## src/scsi_ctrl_pkg.sv

```systemverilog
// Constants, register map and state types shared by the module control design
package scsi_ctrl_pkg;

  // ==========================================================
  // Clock and timing
  // ==========================================================
  localparam int unsigned CLK_FREQ_HZ          = 20_000_000;
  localparam int unsigned CLK_PERIOD_NS        = 50;
  localparam int unsigned RESET_SETTLE_MS      = 100;
  localparam int unsigned RESET_SETTLE_CYCLES  = (CLK_FREQ_HZ / 1000) * RESET_SETTLE_MS;
  localparam int unsigned MIN_PERIOD_NS        = 200;
  localparam int unsigned MIN_PERIOD_CYCLES    = (MIN_PERIOD_NS + CLK_PERIOD_NS - 1) / CLK_PERIOD_NS;
  localparam int unsigned REF_CLOCK_NS         = 200;
  localparam int unsigned REF_TIMEOUT_CYCLES   = 2 * ((REF_CLOCK_NS + CLK_PERIOD_NS - 1) / CLK_PERIOD_NS);
  localparam int unsigned BUS_RESET_HOLD_NS    = 25_000;
  localparam int unsigned BUS_RESET_HOLD_CYCLES = BUS_RESET_HOLD_NS / CLK_PERIOD_NS;
  localparam int unsigned MAX_REQ_ACK_OFFSET   = 15;
  localparam int unsigned SCSI_MAX_DEVICES     = 8;

  // ==========================================================
  // Register port
  // ==========================================================
  localparam int unsigned ADDR_W = 4;
  localparam int unsigned DATA_W = 16;

  localparam logic [3:0] REG_CONTROL    = 4'h0;
  localparam logic [3:0] REG_SYNC       = 4'h1;
  localparam logic [3:0] REG_STATUS     = 4'h2;
  localparam logic [3:0] REG_DOWNSTREAM = 4'h3;
  localparam logic [3:0] REG_COMMAND    = 4'h4;
  localparam logic [3:0] REG_TX_DATA    = 4'h5;
  localparam logic [3:0] REG_RX_DATA    = 4'h6;
  localparam logic [3:0] REG_LINK       = 4'h7;

  // Control fields
  localparam int unsigned CTL_ROLE_TARGET  = 0;
  localparam int unsigned CTL_PARITY_CHECK = 1;
  localparam int unsigned CTL_HARD_RESET   = 2;
  localparam int unsigned CTL_OWN_ID_LSB   = 4;
  localparam int unsigned CTL_TARGET_ID_LSB = 8;
  localparam logic [15:0] CONTROL_RESET    = 16'h0070;

  // Sync fields: offset in REQ/ACK pairs, period in clock cycles
  localparam int unsigned SYNC_OFFSET_LSB = 0;
  localparam int unsigned SYNC_PERIOD_LSB = 8;
  localparam logic [15:0] SYNC_RESET      = 16'h0400;

  // Status bits; parity error, bus reset and id clash are write-one-to-clear
  localparam int unsigned ST_PARITY_ERR   = 0;
  localparam int unsigned ST_DS_FAULT     = 1;
  localparam int unsigned ST_CONNECTED    = 2;
  localparam int unsigned ST_BUS_RESET    = 3;
  localparam int unsigned ST_ID_CLASH     = 4;
  localparam int unsigned ST_TX_BUSY      = 5;
  localparam int unsigned ST_REF_CLOCK_OK = 6;
  localparam int unsigned ST_FAULT        = 7;

  // Downstream control bits
  localparam int unsigned DS_RESET_BIT     = 0;
  localparam int unsigned DS_HALT_BIT      = 1;
  localparam logic [15:0] DOWNSTREAM_RESET = 16'h0000;

  // Command bits, write only
  localparam int unsigned CMD_BUS_RESET = 0;
  localparam int unsigned CMD_SELECT    = 1;
  localparam int unsigned CMD_RELEASE   = 2;

  // Link register fields
  localparam int unsigned LINK_FAST_LSB  = 0;
  localparam int unsigned LINK_BOOT_LSB  = 4;
  localparam int unsigned LINK_STATE_LSB = 8;

  typedef enum logic [2:0] {
    SEQ_HELD,
    SEQ_SETTLE,
    SEQ_READY,
    SEQ_RUNNING,
    SEQ_INSPECT
  } seq_state_type;

  typedef enum logic [1:0] {
    SCSI_FREE,
    SCSI_SELECTING,
    SCSI_INITIATOR,
    SCSI_TARGET
  } scsi_state_type;

endpackage : scsi_ctrl_pkg

```

## src/pin_sync.sv

```systemverilog
// Two-flop synchroniser for a group of asynchronous pins
`timescale 1ns/10ps
`default_nettype none

module pin_sync #(
  parameter int unsigned WIDTH = 1
) (
  input  wire logic             clk,
  input  wire logic             rst_n,
  input  wire logic [WIDTH-1:0] async_in,
  output logic      [WIDTH-1:0] sync_out
);

  logic [WIDTH-1:0] meta;

  // First stage feeds only the second stage
  always_ff @(posedge clk or negedge rst_n)
  begin
    if (!rst_n)
    begin
      meta     <= '0;
      sync_out <= '0;
    end
    else
    begin
      meta     <= async_in;
      sync_out <= meta;
    end
  end

endmodule : pin_sync

`default_nettype wire

```

## src/req_ack_pacer.sv

```systemverilog
// Paces synchronous REQ pulses against period and outstanding offset limits
`timescale 1ns/10ps
`default_nettype none

module req_ack_pacer (
  input  wire logic       clk,
  input  wire logic       rst_n,
  input  wire logic       enable,
  input  wire logic       send,
  input  wire logic [7:0] period,
  input  wire logic [3:0] max_offset,
  input  wire logic       ack_pulse,
  output logic            req,
  output logic            issued,
  output logic [4:0]      outstanding
);

  logic [7:0] period_count;
  logic [4:0] offset_limit;
  logic       below_limit;
  logic       ack_taken;

  // Offset zero means asynchronous: one REQ waits for its ACK
  assign offset_limit = (max_offset == 4'h0) ? 5'h01 : {1'b0, max_offset};
  assign below_limit  = outstanding < offset_limit;
  assign issued       = enable && send && (period_count == 8'h00) && below_limit;
  assign ack_taken    = ack_pulse && (outstanding != 5'h00);

  always_ff @(posedge clk or negedge rst_n)
  begin
    if (!rst_n)
    begin
      period_count <= 8'h00;
      req          <= 1'b0;
      outstanding  <= 5'h00;
    end
    else if (!enable)
    begin
      period_count <= 8'h00;
      req          <= 1'b0;
      outstanding  <= 5'h00;
    end
    else
    begin
      // A new REQ waits out a full period from the last one
      if (issued)
        period_count <= period - 8'h01;
      else if (period_count != 8'h00)
        period_count <= period_count - 8'h01;
      // REQ stays high for the first half of the period
      if (issued)
        req <= 1'b1;
      else if (period_count <= {1'b0, period[7:1]})
        req <= 1'b0;
      outstanding <= outstanding + {4'h0, issued} - {4'h0, ack_taken};
    end
  end

endmodule : req_ack_pacer

`default_nettype wire

```

## src/module_control.sv

```systemverilog
// Module reset sequencing, link rate control, fault output and SCSI control
//
// Notes on behaviour
// - Link 0 from first select, others second
// - Module reset clears processor and other circuitry
// - After wait, boot packet accepted on any link
// - Halt with reset stops processor, keeps state
// - Halted processor answers on any link
// - Fault pin open-drain, low while processor errors
// - Names ending _n are active low
// - 5 MHz reference feeds derived internal clocks; here it is only watched for presence, link bit ticks come from clk
// - Two devices talk, at most eight share bus
// - Initiator selects, target then runs transfers
// - Initiator or target role, seven other devices
// - Parity always generated, checking is optional
// - Soft or hard bus reset selectable
// - Offset at most 15, period at least 200 ns
// - Sustain up to 1.5 Mbytes/s
//
// Decided for this implementation: the address map and strobed register access.
`timescale 1ns/10ps
`default_nettype none

module module_control #(
  parameter int unsigned SETTLE_CYCLES = scsi_ctrl_pkg::RESET_SETTLE_CYCLES
) (
  input  wire logic        clk,
  input  wire logic        rst_n,
  input  wire logic [3:0]  reg_addr,
  input  wire logic [15:0] reg_wdata,
  input  wire logic        reg_write,
  input  wire logic        reg_read,
  output logic      [15:0] reg_rdata,
  input  wire logic        module_reset_in,
  input  wire logic        analyse_in,
  input  wire logic        reference_clock_in,
  input  wire logic        rate_select_first,
  input  wire logic        rate_select_rest,
  input  wire logic [3:0]  serial_rx_0_3,
  output logic      [3:0]  serial_tx_0_3,
  input  wire logic [3:0]  processor_tx,
  output logic      [3:0]  processor_rx,
  output logic      [3:0]  link_bit_tick,
  input  wire logic        processor_error,
  output logic             processor_reset_out,
  output logic             processor_halt_out,
  output logic             fault_indicator_n_o,
  output logic             fault_indicator_n_oe,
  output logic             downstream_reset_out,
  output logic             downstream_halt_out,
  input  wire logic        downstream_fault_in_n,
  input  wire logic [7:0]  scsi_data_in,
  input  wire logic        scsi_parity_in,
  input  wire logic        scsi_sel_in,
  input  wire logic        scsi_bsy_in,
  input  wire logic        scsi_req_in,
  input  wire logic        scsi_ack_in,
  input  wire logic        scsi_rst_in,
  output logic      [7:0]  scsi_data_out,
  output logic             scsi_parity_out,
  output logic             scsi_data_oe,
  output logic             scsi_line_o,
  output logic             scsi_sel_oe,
  output logic             scsi_bsy_oe,
  output logic             scsi_req_oe,
  output logic             scsi_ack_oe,
  output logic             scsi_rst_oe
);

  import scsi_ctrl_pkg::*;

  // ==========================================================
  // Pin synchronisers
  // ==========================================================
  logic [9:0]  pins_s;
  logic [13:0] scsi_s;

  pin_sync #(.WIDTH(10)) pin_sync_host (
    .clk      (clk),
    .rst_n    (rst_n),
    .async_in ({downstream_fault_in_n, serial_rx_0_3, reference_clock_in,
                rate_select_rest, rate_select_first, analyse_in, module_reset_in}),
    .sync_out (pins_s)
  );

  pin_sync #(.WIDTH(14)) pin_sync_scsi (
    .clk      (clk),
    .rst_n    (rst_n),
    .async_in ({scsi_rst_in, scsi_ack_in, scsi_req_in, scsi_bsy_in, scsi_sel_in,
                scsi_parity_in, scsi_data_in}),
    .sync_out (scsi_s)
  );

  wire       mod_reset  = pins_s[0];
  wire       analyse_s  = pins_s[1];
  wire       rate_first = pins_s[2];
  wire       rate_rest  = pins_s[3];
  wire       ref_s      = pins_s[4];
  wire [3:0] rx_s       = pins_s[8:5];
  wire       ds_fault   = ~pins_s[9];
  wire [7:0] sd_in      = scsi_s[7:0];
  wire       sp_in      = scsi_s[8];
  wire       sel_s      = scsi_s[9];
  wire       bsy_s      = scsi_s[10];
  wire       req_s      = scsi_s[11];
  wire       ack_s      = scsi_s[12];
  wire       srst_s     = scsi_s[13];

  // ==========================================================
  // Reset and halt sequencing
  // ==========================================================
  seq_state_type state;
  seq_state_type next_state;
  logic [20:0]   settle_count;
  logic          analyse_latched;
  logic [3:0]    link_fast;
  logic [3:0]    rx_prev;
  logic [3:0]    boot_link;
  logic          ref_prev;
  logic [3:0]    ref_timer;
  logic          ref_ok;
  logic          slow_phase;

  wire settle_done = settle_count == 21'(SETTLE_CYCLES - 1);
  wire [3:0] rx_start = rx_s & ~rx_prev;
  wire rx_start_any = |rx_start;
  wire link_accept = (state == SEQ_READY) || (state == SEQ_RUNNING) || (state == SEQ_INSPECT);
  wire clear_all = mod_reset & ~analyse_s;
  wire ref_edge = ref_s & ~ref_prev;

  always_comb
  begin
    next_state = state;
    unique case (state)
      SEQ_HELD:
        if (!mod_reset)
          next_state = SEQ_SETTLE;
      SEQ_SETTLE:
        if (mod_reset)
          next_state = SEQ_HELD;
        else if (settle_done)
          next_state = analyse_latched ? SEQ_INSPECT : SEQ_READY;
      SEQ_READY:
        if (mod_reset)
          next_state = SEQ_HELD;
        else if (rx_start_any)
          next_state = SEQ_RUNNING;
      SEQ_RUNNING, SEQ_INSPECT:
        if (mod_reset)
          next_state = SEQ_HELD;
    endcase
  end

  always_ff @(posedge clk or negedge rst_n)
  begin
    if (!rst_n)
    begin
      state           <= SEQ_HELD;
      settle_count    <= 21'h0_0000;
      analyse_latched <= 1'b0;
      link_fast       <= 4'h0;
      boot_link       <= 4'h0;
      rx_prev         <= 4'h0;
    end
    else
    begin
      state        <= next_state;
      settle_count <= (state == SEQ_SETTLE) ? settle_count + 21'h0_0001 : 21'h0_0000;
      rx_prev      <= rx_s;
      if (mod_reset)
      begin
        analyse_latched <= analyse_s;
        link_fast       <= {{3{rate_rest}}, rate_first};
      end
      if (clear_all)
        boot_link <= 4'h0;
      else if (state == SEQ_READY && rx_start_any)
        boot_link <= rx_start;
    end
  end

  // ==========================================================
  // Reference clock watch and link bit timing
  // ==========================================================
  // The processor is held in reset while the reference clock is missing
  always_ff @(posedge clk or negedge rst_n)
  begin
    if (!rst_n)
    begin
      ref_prev   <= 1'b0;
      ref_timer  <= 4'h0;
      ref_ok     <= 1'b0;
      slow_phase <= 1'b0;
    end
    else
    begin
      ref_prev   <= ref_s;
      ref_timer  <= ref_edge ? 4'h0 : (ref_ok ? ref_timer + 4'h1 : ref_timer);
      ref_ok     <= ref_edge | (ref_ok & (ref_timer < 4'(REF_TIMEOUT_CYCLES)));
      slow_phase <= ~slow_phase;
    end
  end

  // Fast links take a bit every cycle, slow ones every second cycle
  wire [3:0] next_tick = link_fast | {4{slow_phase}};

  always_ff @(posedge clk or negedge rst_n)
  begin
    if (!rst_n)
    begin
      link_bit_tick <= 4'h0;
      serial_tx_0_3 <= 4'h0;
      processor_rx  <= 4'h0;
    end
    else
    begin
      link_bit_tick <= next_tick;
      for (int i = 0; i < 4; i++)
        if (next_tick[i])
        begin
          serial_tx_0_3[i] <= link_accept & processor_tx[i];
          processor_rx[i]  <= link_accept & rx_s[i];
        end
    end
  end

  // ==========================================================
  // Processor, fault and downstream outputs
  // ==========================================================
  logic [15:0] ds_reg;

  always_ff @(posedge clk or negedge rst_n)
  begin
    if (!rst_n)
    begin
      processor_reset_out  <= 1'b1;
      processor_halt_out   <= 1'b0;
      fault_indicator_n_o  <= 1'b0;
      fault_indicator_n_oe <= 1'b0;
      downstream_reset_out <= 1'b1;
      downstream_halt_out  <= 1'b0;
    end
    else
    begin
      processor_reset_out  <= clear_all | ~ref_ok;
      processor_halt_out   <= (mod_reset & analyse_s) | (state == SEQ_INSPECT);
      fault_indicator_n_o  <= 1'b0;
      fault_indicator_n_oe <= processor_error;
      downstream_reset_out <= ds_reg[DS_RESET_BIT] | clear_all;
      downstream_halt_out  <= ds_reg[DS_HALT_BIT] | (mod_reset & analyse_s);
    end
  end

  // ==========================================================
  // Register port
  // ==========================================================
  logic [15:0] control_reg;
  logic [15:0] sync_reg;
  logic [7:0]  tx_data;
  logic        tx_pending;
  logic [7:0]  rx_data;
  logic        parity_err;
  logic        id_clash;
  logic        bus_reset_seen;
  logic [8:0]  bus_reset_count;
  scsi_state_type scsi_state;

  wire wr_control = reg_write && reg_addr == REG_CONTROL;
  wire wr_sync    = reg_write && reg_addr == REG_SYNC;
  wire wr_status  = reg_write && reg_addr == REG_STATUS;
  wire wr_ds      = reg_write && reg_addr == REG_DOWNSTREAM;
  wire wr_command = reg_write && reg_addr == REG_COMMAND;
  wire wr_tx      = reg_write && reg_addr == REG_TX_DATA;
  wire cmd_reset  = wr_command && reg_wdata[CMD_BUS_RESET];
  wire cmd_select = wr_command && reg_wdata[CMD_SELECT];
  wire cmd_release = wr_command && reg_wdata[CMD_RELEASE];

  wire       role_target = control_reg[CTL_ROLE_TARGET];
  wire       parity_chk  = control_reg[CTL_PARITY_CHECK];
  wire       hard_reset  = control_reg[CTL_HARD_RESET];
  wire [2:0] own_id      = control_reg[CTL_OWN_ID_LSB +: 3];
  wire [2:0] target_id   = control_reg[CTL_TARGET_ID_LSB +: 3];
  wire [7:0] own_bit     = 8'h01 << own_id;
  wire [7:0] target_bit  = 8'h01 << target_id;

  // Period below the legal minimum is raised to it on write
  wire [7:0] wr_period = reg_wdata[SYNC_PERIOD_LSB +: 8];
  wire [7:0] legal_period = (wr_period < 8'(MIN_PERIOD_CYCLES)) ?
                            8'(MIN_PERIOD_CYCLES) : wr_period;

  wire [15:0] status_word = {8'h00, processor_error, ref_ok, tx_pending, id_clash,
                             bus_reset_seen, scsi_state != SCSI_FREE, ds_fault, parity_err};
  wire [15:0] link_word = {5'h00, 3'(state), boot_link, link_fast};
  wire [15:0] rd_value =
    (reg_addr == REG_CONTROL)    ? control_reg :
    (reg_addr == REG_SYNC)       ? sync_reg :
    (reg_addr == REG_STATUS)     ? status_word :
    (reg_addr == REG_DOWNSTREAM) ? ds_reg :
    (reg_addr == REG_TX_DATA)    ? {8'h00, tx_data} :
    (reg_addr == REG_RX_DATA)    ? {8'h00, rx_data} :
    (reg_addr == REG_LINK)       ? link_word : 16'h0000;

  always_ff @(posedge clk or negedge rst_n)
  begin
    if (!rst_n)
    begin
      reg_rdata   <= 16'h0000;
      control_reg <= CONTROL_RESET;
      sync_reg    <= SYNC_RESET;
      ds_reg      <= DOWNSTREAM_RESET;
      tx_data     <= 8'h00;
    end
    else if (clear_all)
    begin
      reg_rdata   <= 16'h0000;
      control_reg <= CONTROL_RESET;
      sync_reg    <= SYNC_RESET;
      ds_reg      <= DOWNSTREAM_RESET;
      tx_data     <= 8'h00;
    end
    else
    begin
      reg_rdata <= reg_read ? rd_value : 16'h0000;
      if (wr_control)
        control_reg <= reg_wdata & 16'h0777;
      if (wr_sync)
        sync_reg <= {legal_period, 4'h0, reg_wdata[SYNC_OFFSET_LSB +: 4]};
      if (wr_ds)
        ds_reg <= reg_wdata & 16'h0003;
      if (wr_tx)
        tx_data <= reg_wdata[7:0];
    end
  end

  // ==========================================================
  // SCSI connection control
  // ==========================================================
  scsi_state_type next_scsi;
  logic           req_prev;
  logic           ack_prev;
  logic           pace_req;
  logic           pace_issued;

  wire bus_reset_active = bus_reset_count != 9'h000;
  wire bus_reset_event = srst_s | bus_reset_active;
  wire selected_here = sel_s && !bsy_s && (sd_in & own_bit) != 8'h00;
  wire req_rise = req_s & ~req_prev;
  wire ack_rise = ack_s & ~ack_prev;
  wire rx_parity_bad = parity_chk && !(^{sd_in, sp_in});
  wire clash_now = cmd_select && (target_id == own_id);
  wire abort = bus_reset_active || cmd_release || clear_all;

  always_comb
  begin
    next_scsi = scsi_state;
    unique case (scsi_state)
      SCSI_FREE:
        if (!abort && !role_target && cmd_select && !clash_now && !bsy_s)
          next_scsi = SCSI_SELECTING;
        else if (!abort && role_target && selected_here)
          next_scsi = SCSI_TARGET;
      SCSI_SELECTING:
        if (abort)
          next_scsi = SCSI_FREE;
        else if (bsy_s)
          next_scsi = SCSI_INITIATOR;
      SCSI_INITIATOR:
        if (abort || !bsy_s)
          next_scsi = SCSI_FREE;
      SCSI_TARGET:
        if (abort)
          next_scsi = SCSI_FREE;
    endcase
  end

  // Only the target drives REQ, so pacing runs in the target role
  req_ack_pacer pacer (
    .clk         (clk),
    .rst_n       (rst_n),
    .enable      (scsi_state == SCSI_TARGET),
    .send        (tx_pending),
    .period      (sync_reg[SYNC_PERIOD_LSB +: 8]),
    .max_offset  (sync_reg[SYNC_OFFSET_LSB +: 4]),
    .ack_pulse   (ack_rise),
    .req         (pace_req),
    .issued      (pace_issued),
    .outstanding ()
  );

  always_ff @(posedge clk or negedge rst_n)
  begin
    if (!rst_n)
    begin
      scsi_state      <= SCSI_FREE;
      req_prev        <= 1'b0;
      ack_prev        <= 1'b0;
      rx_data         <= 8'h00;
      tx_pending      <= 1'b0;
      parity_err      <= 1'b0;
      id_clash        <= 1'b0;
      bus_reset_seen  <= 1'b0;
      bus_reset_count <= 9'h000;
    end
    else
    begin
      scsi_state <= next_scsi;
      req_prev   <= req_s;
      ack_prev   <= ack_s;
      if (scsi_state == SCSI_INITIATOR && req_rise)
        rx_data <= sd_in;
      // A new byte written beside a consumed one wins
      if (wr_tx)
        tx_pending <= 1'b1;
      else if (pace_issued || clear_all || (bus_reset_active && hard_reset))
        tx_pending <= 1'b0;
      // Set wins over a write-one clear
      parity_err <= (scsi_state == SCSI_INITIATOR && req_rise && rx_parity_bad) |
                    (parity_err & ~(wr_status & reg_wdata[ST_PARITY_ERR]));
      id_clash <= clash_now | (id_clash & ~(wr_status & reg_wdata[ST_ID_CLASH]));
      bus_reset_seen <= bus_reset_event |
                        (bus_reset_seen & ~(wr_status & reg_wdata[ST_BUS_RESET]));
      if (cmd_reset)
        bus_reset_count <= 9'(BUS_RESET_HOLD_CYCLES);
      else if (bus_reset_active)
        bus_reset_count <= bus_reset_count - 9'h001;
    end
  end

  // ==========================================================
  // SCSI pin drivers
  // ==========================================================
  wire       drive_data = (scsi_state == SCSI_SELECTING) || (scsi_state == SCSI_TARGET);
  wire [7:0] next_data  = (scsi_state == SCSI_SELECTING) ? (own_bit | target_bit) : tx_data;

  always_ff @(posedge clk or negedge rst_n)
  begin
    if (!rst_n)
    begin
      scsi_data_out   <= 8'h00;
      scsi_parity_out <= 1'b0;
      scsi_data_oe    <= 1'b0;
      scsi_line_o     <= 1'b0;
      scsi_sel_oe     <= 1'b0;
      scsi_bsy_oe     <= 1'b0;
      scsi_req_oe     <= 1'b0;
      scsi_ack_oe     <= 1'b0;
      scsi_rst_oe     <= 1'b0;
    end
    else
    begin
      scsi_data_out   <= next_data;
      scsi_parity_out <= ~^next_data;
      scsi_data_oe    <= drive_data;
      scsi_line_o     <= 1'b0;
      scsi_sel_oe     <= scsi_state == SCSI_SELECTING;
      scsi_bsy_oe     <= scsi_state == SCSI_TARGET;
      scsi_req_oe     <= pace_req;
      scsi_ack_oe     <= (scsi_state == SCSI_INITIATOR) && req_s;
      scsi_rst_oe     <= bus_reset_active;
    end
  end

endmodule : module_control

`default_nettype wire

```

## config.mk

```make
export PLATFORM = sky130hd
export DESIGN_NAME = module_control
export DESIGN_NICKNAME = d
export VERILOG_FILES = /design/src/scsi_ctrl_pkg.sv /design/src/pin_sync.sv /design/src/req_ack_pacer.sv /design/src/module_control.sv
export SDC_FILE = /design/constraint.sdc
export NUM_CORES = 1
export LEC_CHECK = 0
export ABC_AREA = 1
export BUFFER_PORTS_ARGS = -buffer_cell sky130_fd_sc_hd__buf_2
export CAP_MARGIN = 20
export CORE_MARGIN = 2
export CORE_UTILIZATION = 55
export DETAILED_ROUTE_END_ITERATION = 6
export PLACE_DENSITY_LB_ADDON = 0.15
export SYNTH_ARGS = -nofsm -noshare
export SYNTH_HDL_FRONTEND = slang
export SYNTH_SLANG_ARGS = --single-unit
```

## constraint.sdc

```tcl
create_clock -name clk -period 2.7 [get_ports clk]
set_input_delay 0.405 -clock clk [delete_from_list [all_inputs] [get_ports clk]]
set_output_delay 0.405 -clock clk [all_outputs]
set_load 0.01 [all_outputs]
```

==> flow_summary.json <==
{
  "top_regs": "settle_count: 21 flops, reg_rdata: 16 flops",
  "synth_area_um2": 9170,
  "synthArstFlopShare_pct": 100,
  "max_slew.worst_pin.slew_ns": 0.560,
  "leakagePower_uw": 0.00552,
  "fmax_mhz": 392,
  "area_growth_pct": 20.6,
  "finalHoldViolations": 0,
  "endpoint_kind": "register",
  "core_um2": 16500,
  "critPathLaunch": "pacer.outstanding[2]$_DFF_PN0_",
  "drc": 0,
  "synth.avg_cell_area_um2": 8.95,
  "status": "finished clean",
  "power.density_nw_per_um2": 807,
  "min_path_type": "input port to register",
  "grt_usage_pct": 24.2,
  "overflow": 0,
  "synthCells": 1025,
  "synth_edf_count": 0,
  "start_util_pct": 55.7,
  "synthFlopType": "dfrtp_1",
  "insertion_delay_ns": 0.51,
  "largest_register_ffs": 21,
  "clkTransAtPathRegs_ns": 0.06,
  "max-slew-margin-rel_pct": 62.4,
  "yosysMostFrequentCell": "dfrtp_1",
  "fin_cells": 1409,
  "num_vias": 7371,
  "place_area_um2": 9980,
  "htree_num_levels": 1,
  "clockBufferDepth": 3,
  "yosysWarnings": 0,
  "critPathKind": "register to register",
  "regArea_um2": 5160,
  "ir_drop_mv": 0.551,
  "io_pins": 103,
  "setup_viol": 0,
  "ys_seq_area_share_pct": 56.3,
  "multi_input_area_um2": 3360,
  "finalInstanceArea_um2": 11100,
  "synth_seq_cells": 206,
  "synth-compound-area-share_pct": 9.78,
  "portBuffers": 100,
  "die_x_um": 133,
  "grt_pass1_vias": 7124,
  "drv_slew": 0,
  "place_inst": 1339,
  "wl_um": 21200,
  "antenna_left": 0,
  "synth_common_cells": "200 x dfrtp_1, 185 x nand2_1, 151 x inv_1",
  "required_ns": 3.08,
  "synth_xor_area_share_pct": 2.39,
  "ys_types": 44,
  "dieArea_um2": 17700,
  "drive_gt1_share_pct": 16.7,
  "final.setup.tns_ns": 0,
  "worstPathArrival_ns": 2.92,
  "fillCellCount": 1383,
  "drt-initial-drc-count": 710,
  "clock-root-buffer": "clkbuf_16",
  "min-delay-start": "reference_clock_in",
  "nets": 1248,
  "numCtsBuffers": 22,
  "yosys.area.top_type": "dfrtp_1",
  "cap_violations": 0,
  "gp_congestion": 0.921,
  "yosys.area_share.simple_pct": 20.6,
  "top_register": "settle_count",
  "startpoint_type": "register",
  "yosysTopAreaCellShare_pct": 54.6,
  "synth_top_family_by_area": "simple AND/OR/NAND/NOR gates",
  "post-route-period-util_pct": 94.4,
  "num_antenna_cells": 0,
  "fin_skew_ns": 0.0206,
  "crit_fanout": 3,
  "wl_per_cell_um": 15.1,
  "cts_tree": "done",
  "grt_max_degree": 68,
  "drt-vias-per-instance": 5.23,
  "fin_crit_ns": 2.55,
  "synthAdderAreaFrac_pct": 3.08,
  "hpwl_um": 15300,
  "yosys-top-cells-area": "dfrtp_1 55%, nand2_1 7.6%, inv_1 6.2%, nand3_1 4.3%, o21ai_0 4.1%",
  "rows": 47,
  "die_y_um": 133,
  "drtPass1Iterations": 6,
  "grt_antenna_before_repair": 0,
  "rsz0062_at_grt": "false",
  "clock-sinks": 206,
  "grt_pass1_wl_um": 34400,
  "r2r_start": "pacer.outstanding[2]$_DFF_PN0_",
  "synth.mux.area_fraction_pct": 0.123
}
==> timing repair <==
action                     4_1_cts  5_1_grt
hold buffers                    23        0
hold endpoints to repair        81        0
buffers inserted                 0        7
setup endpoints to repair        0        1
gates resized for setup          0       16
==> worst max-delay path, stage by stage (launching register included) <==
cell and delay (ns):
dfrtp_2 0.44, inv_2 0.09, ha_4 0.12, nand3_2 0.07, o21ai_1 0.15, nor2_1 0.07
ha_1 0.29, inv_2 0.05, ha_4 0.16, fa_2 0.36, nand2_1 0.07, inv_1 0.05
nor2_1 0.09, nor2_1 0.06, nor2_1 0.12, xor2_1 0.17, nor2_1 0.07
==> final timing paths <==
| path | end | slack [ns] | cells past startpoint |
|---|---|---|---|
| max in group asynchronous | processor_reset_out$_DFF_PN1_ | 1.45 | 3 |
| max | pacer.outstanding[4]$_DFF_PN0_ | 0.15 | 16 |
| min | pin_sync_host.meta[4]$_DFF_PN0_ | 0.02 | 1 |
| min reg2reg | pin_sync_host.sync_out[0]$_DFF_PN0_ | 0.34 | 0 |
| max reg2reg | pacer.outstanding[4]$_DFF_PN0_ | 0.15 | 16 |
| min in group asynchronous | scsi_req_oe$_DFF_PN0_ | 0.46 | 2 |
==> through the flow <==
| step | hold slack [ns] | setup WS [ns] | power (uW) | util (%) |
|---|---|---|---|---|
| 2_1_floorplan | 0.109 | 0.273 | 5250 | - |
| 3_3_place_gp | 0.331 | 0.237 | 5840 | 60.6 |
| 3_5_place_dp | 0.335 | 0.116 | 5880 | 60.6 |
| 4_1_cts | 0.00272 | 0.0694 | 9000 | 66.6 |
| 5_1_grt | 0.00564 | 0.00629 | 9470 | 67.2 |
| 6_report | 0.0182 | 0.152 | 8930 | 67.2 |
==> power breakdown <==
group	internal (uW)	total, uW	switching [uW]
Combinational	756	2030	1270
Sequential	3540	3850	301
Clock	1860	3050	1200
==> per-layer routing <==
metal	routed length, um	part of all wire [%]	global-route usage, %
met5	0	0	0
met4	547	2.6	7.27
met3	1530	7.2	5.29
met2	9860	46	38.7
met1	9300	44	33.6
==> cell type report <==
type | count | share of cell area [%]
flip-flops and latches | 206 | 46.7
multi-input cells | 640 | 30.3
inverters | 160 | 5.45
well taps | 220 | 2.49
repair buffers | 143 | 8.27
clock inverters | 9 | 0.961
clock buffers | 31 | 5.82
==> cell families after synthesis <==
logic type,Yosys count
compound gates,160
xor+xnor,25
fa+ha+maj,22
buf+inv,180
flops,206
mux,1
other cells,1
simple gates,430
==> cell usage in the layout (no fill, tap or decap), drive strengths merged, types with 2 or more instances in the layout <==
cell type    Yosys  layout
a221oi           5       5
o21a             2       2
dlygate4sd3      0      23
nor2           105     105
xor2            10      10
nand4           18      18
clkinv           3      10
nor4             4       4
o21ai           86      86
ha              21      21
inv            157     157
nor3b            4       4
buf             12     119
xnor2           15      15
conb             1       2
a22oi            5       5
o22ai            9       9
a21oi           36      36
a211oi           4       4
dfrtp          200     200
clkbuf           8      32
o31ai            2       2
o211ai           2       2
nand2          186     186
nand3           81      81
o221ai           2       2
bufinv           0       2
nor3            31      31
a31oi            6       6
dfstp            6       6
No activity file was read; power rests on OpenSTA's default activity.
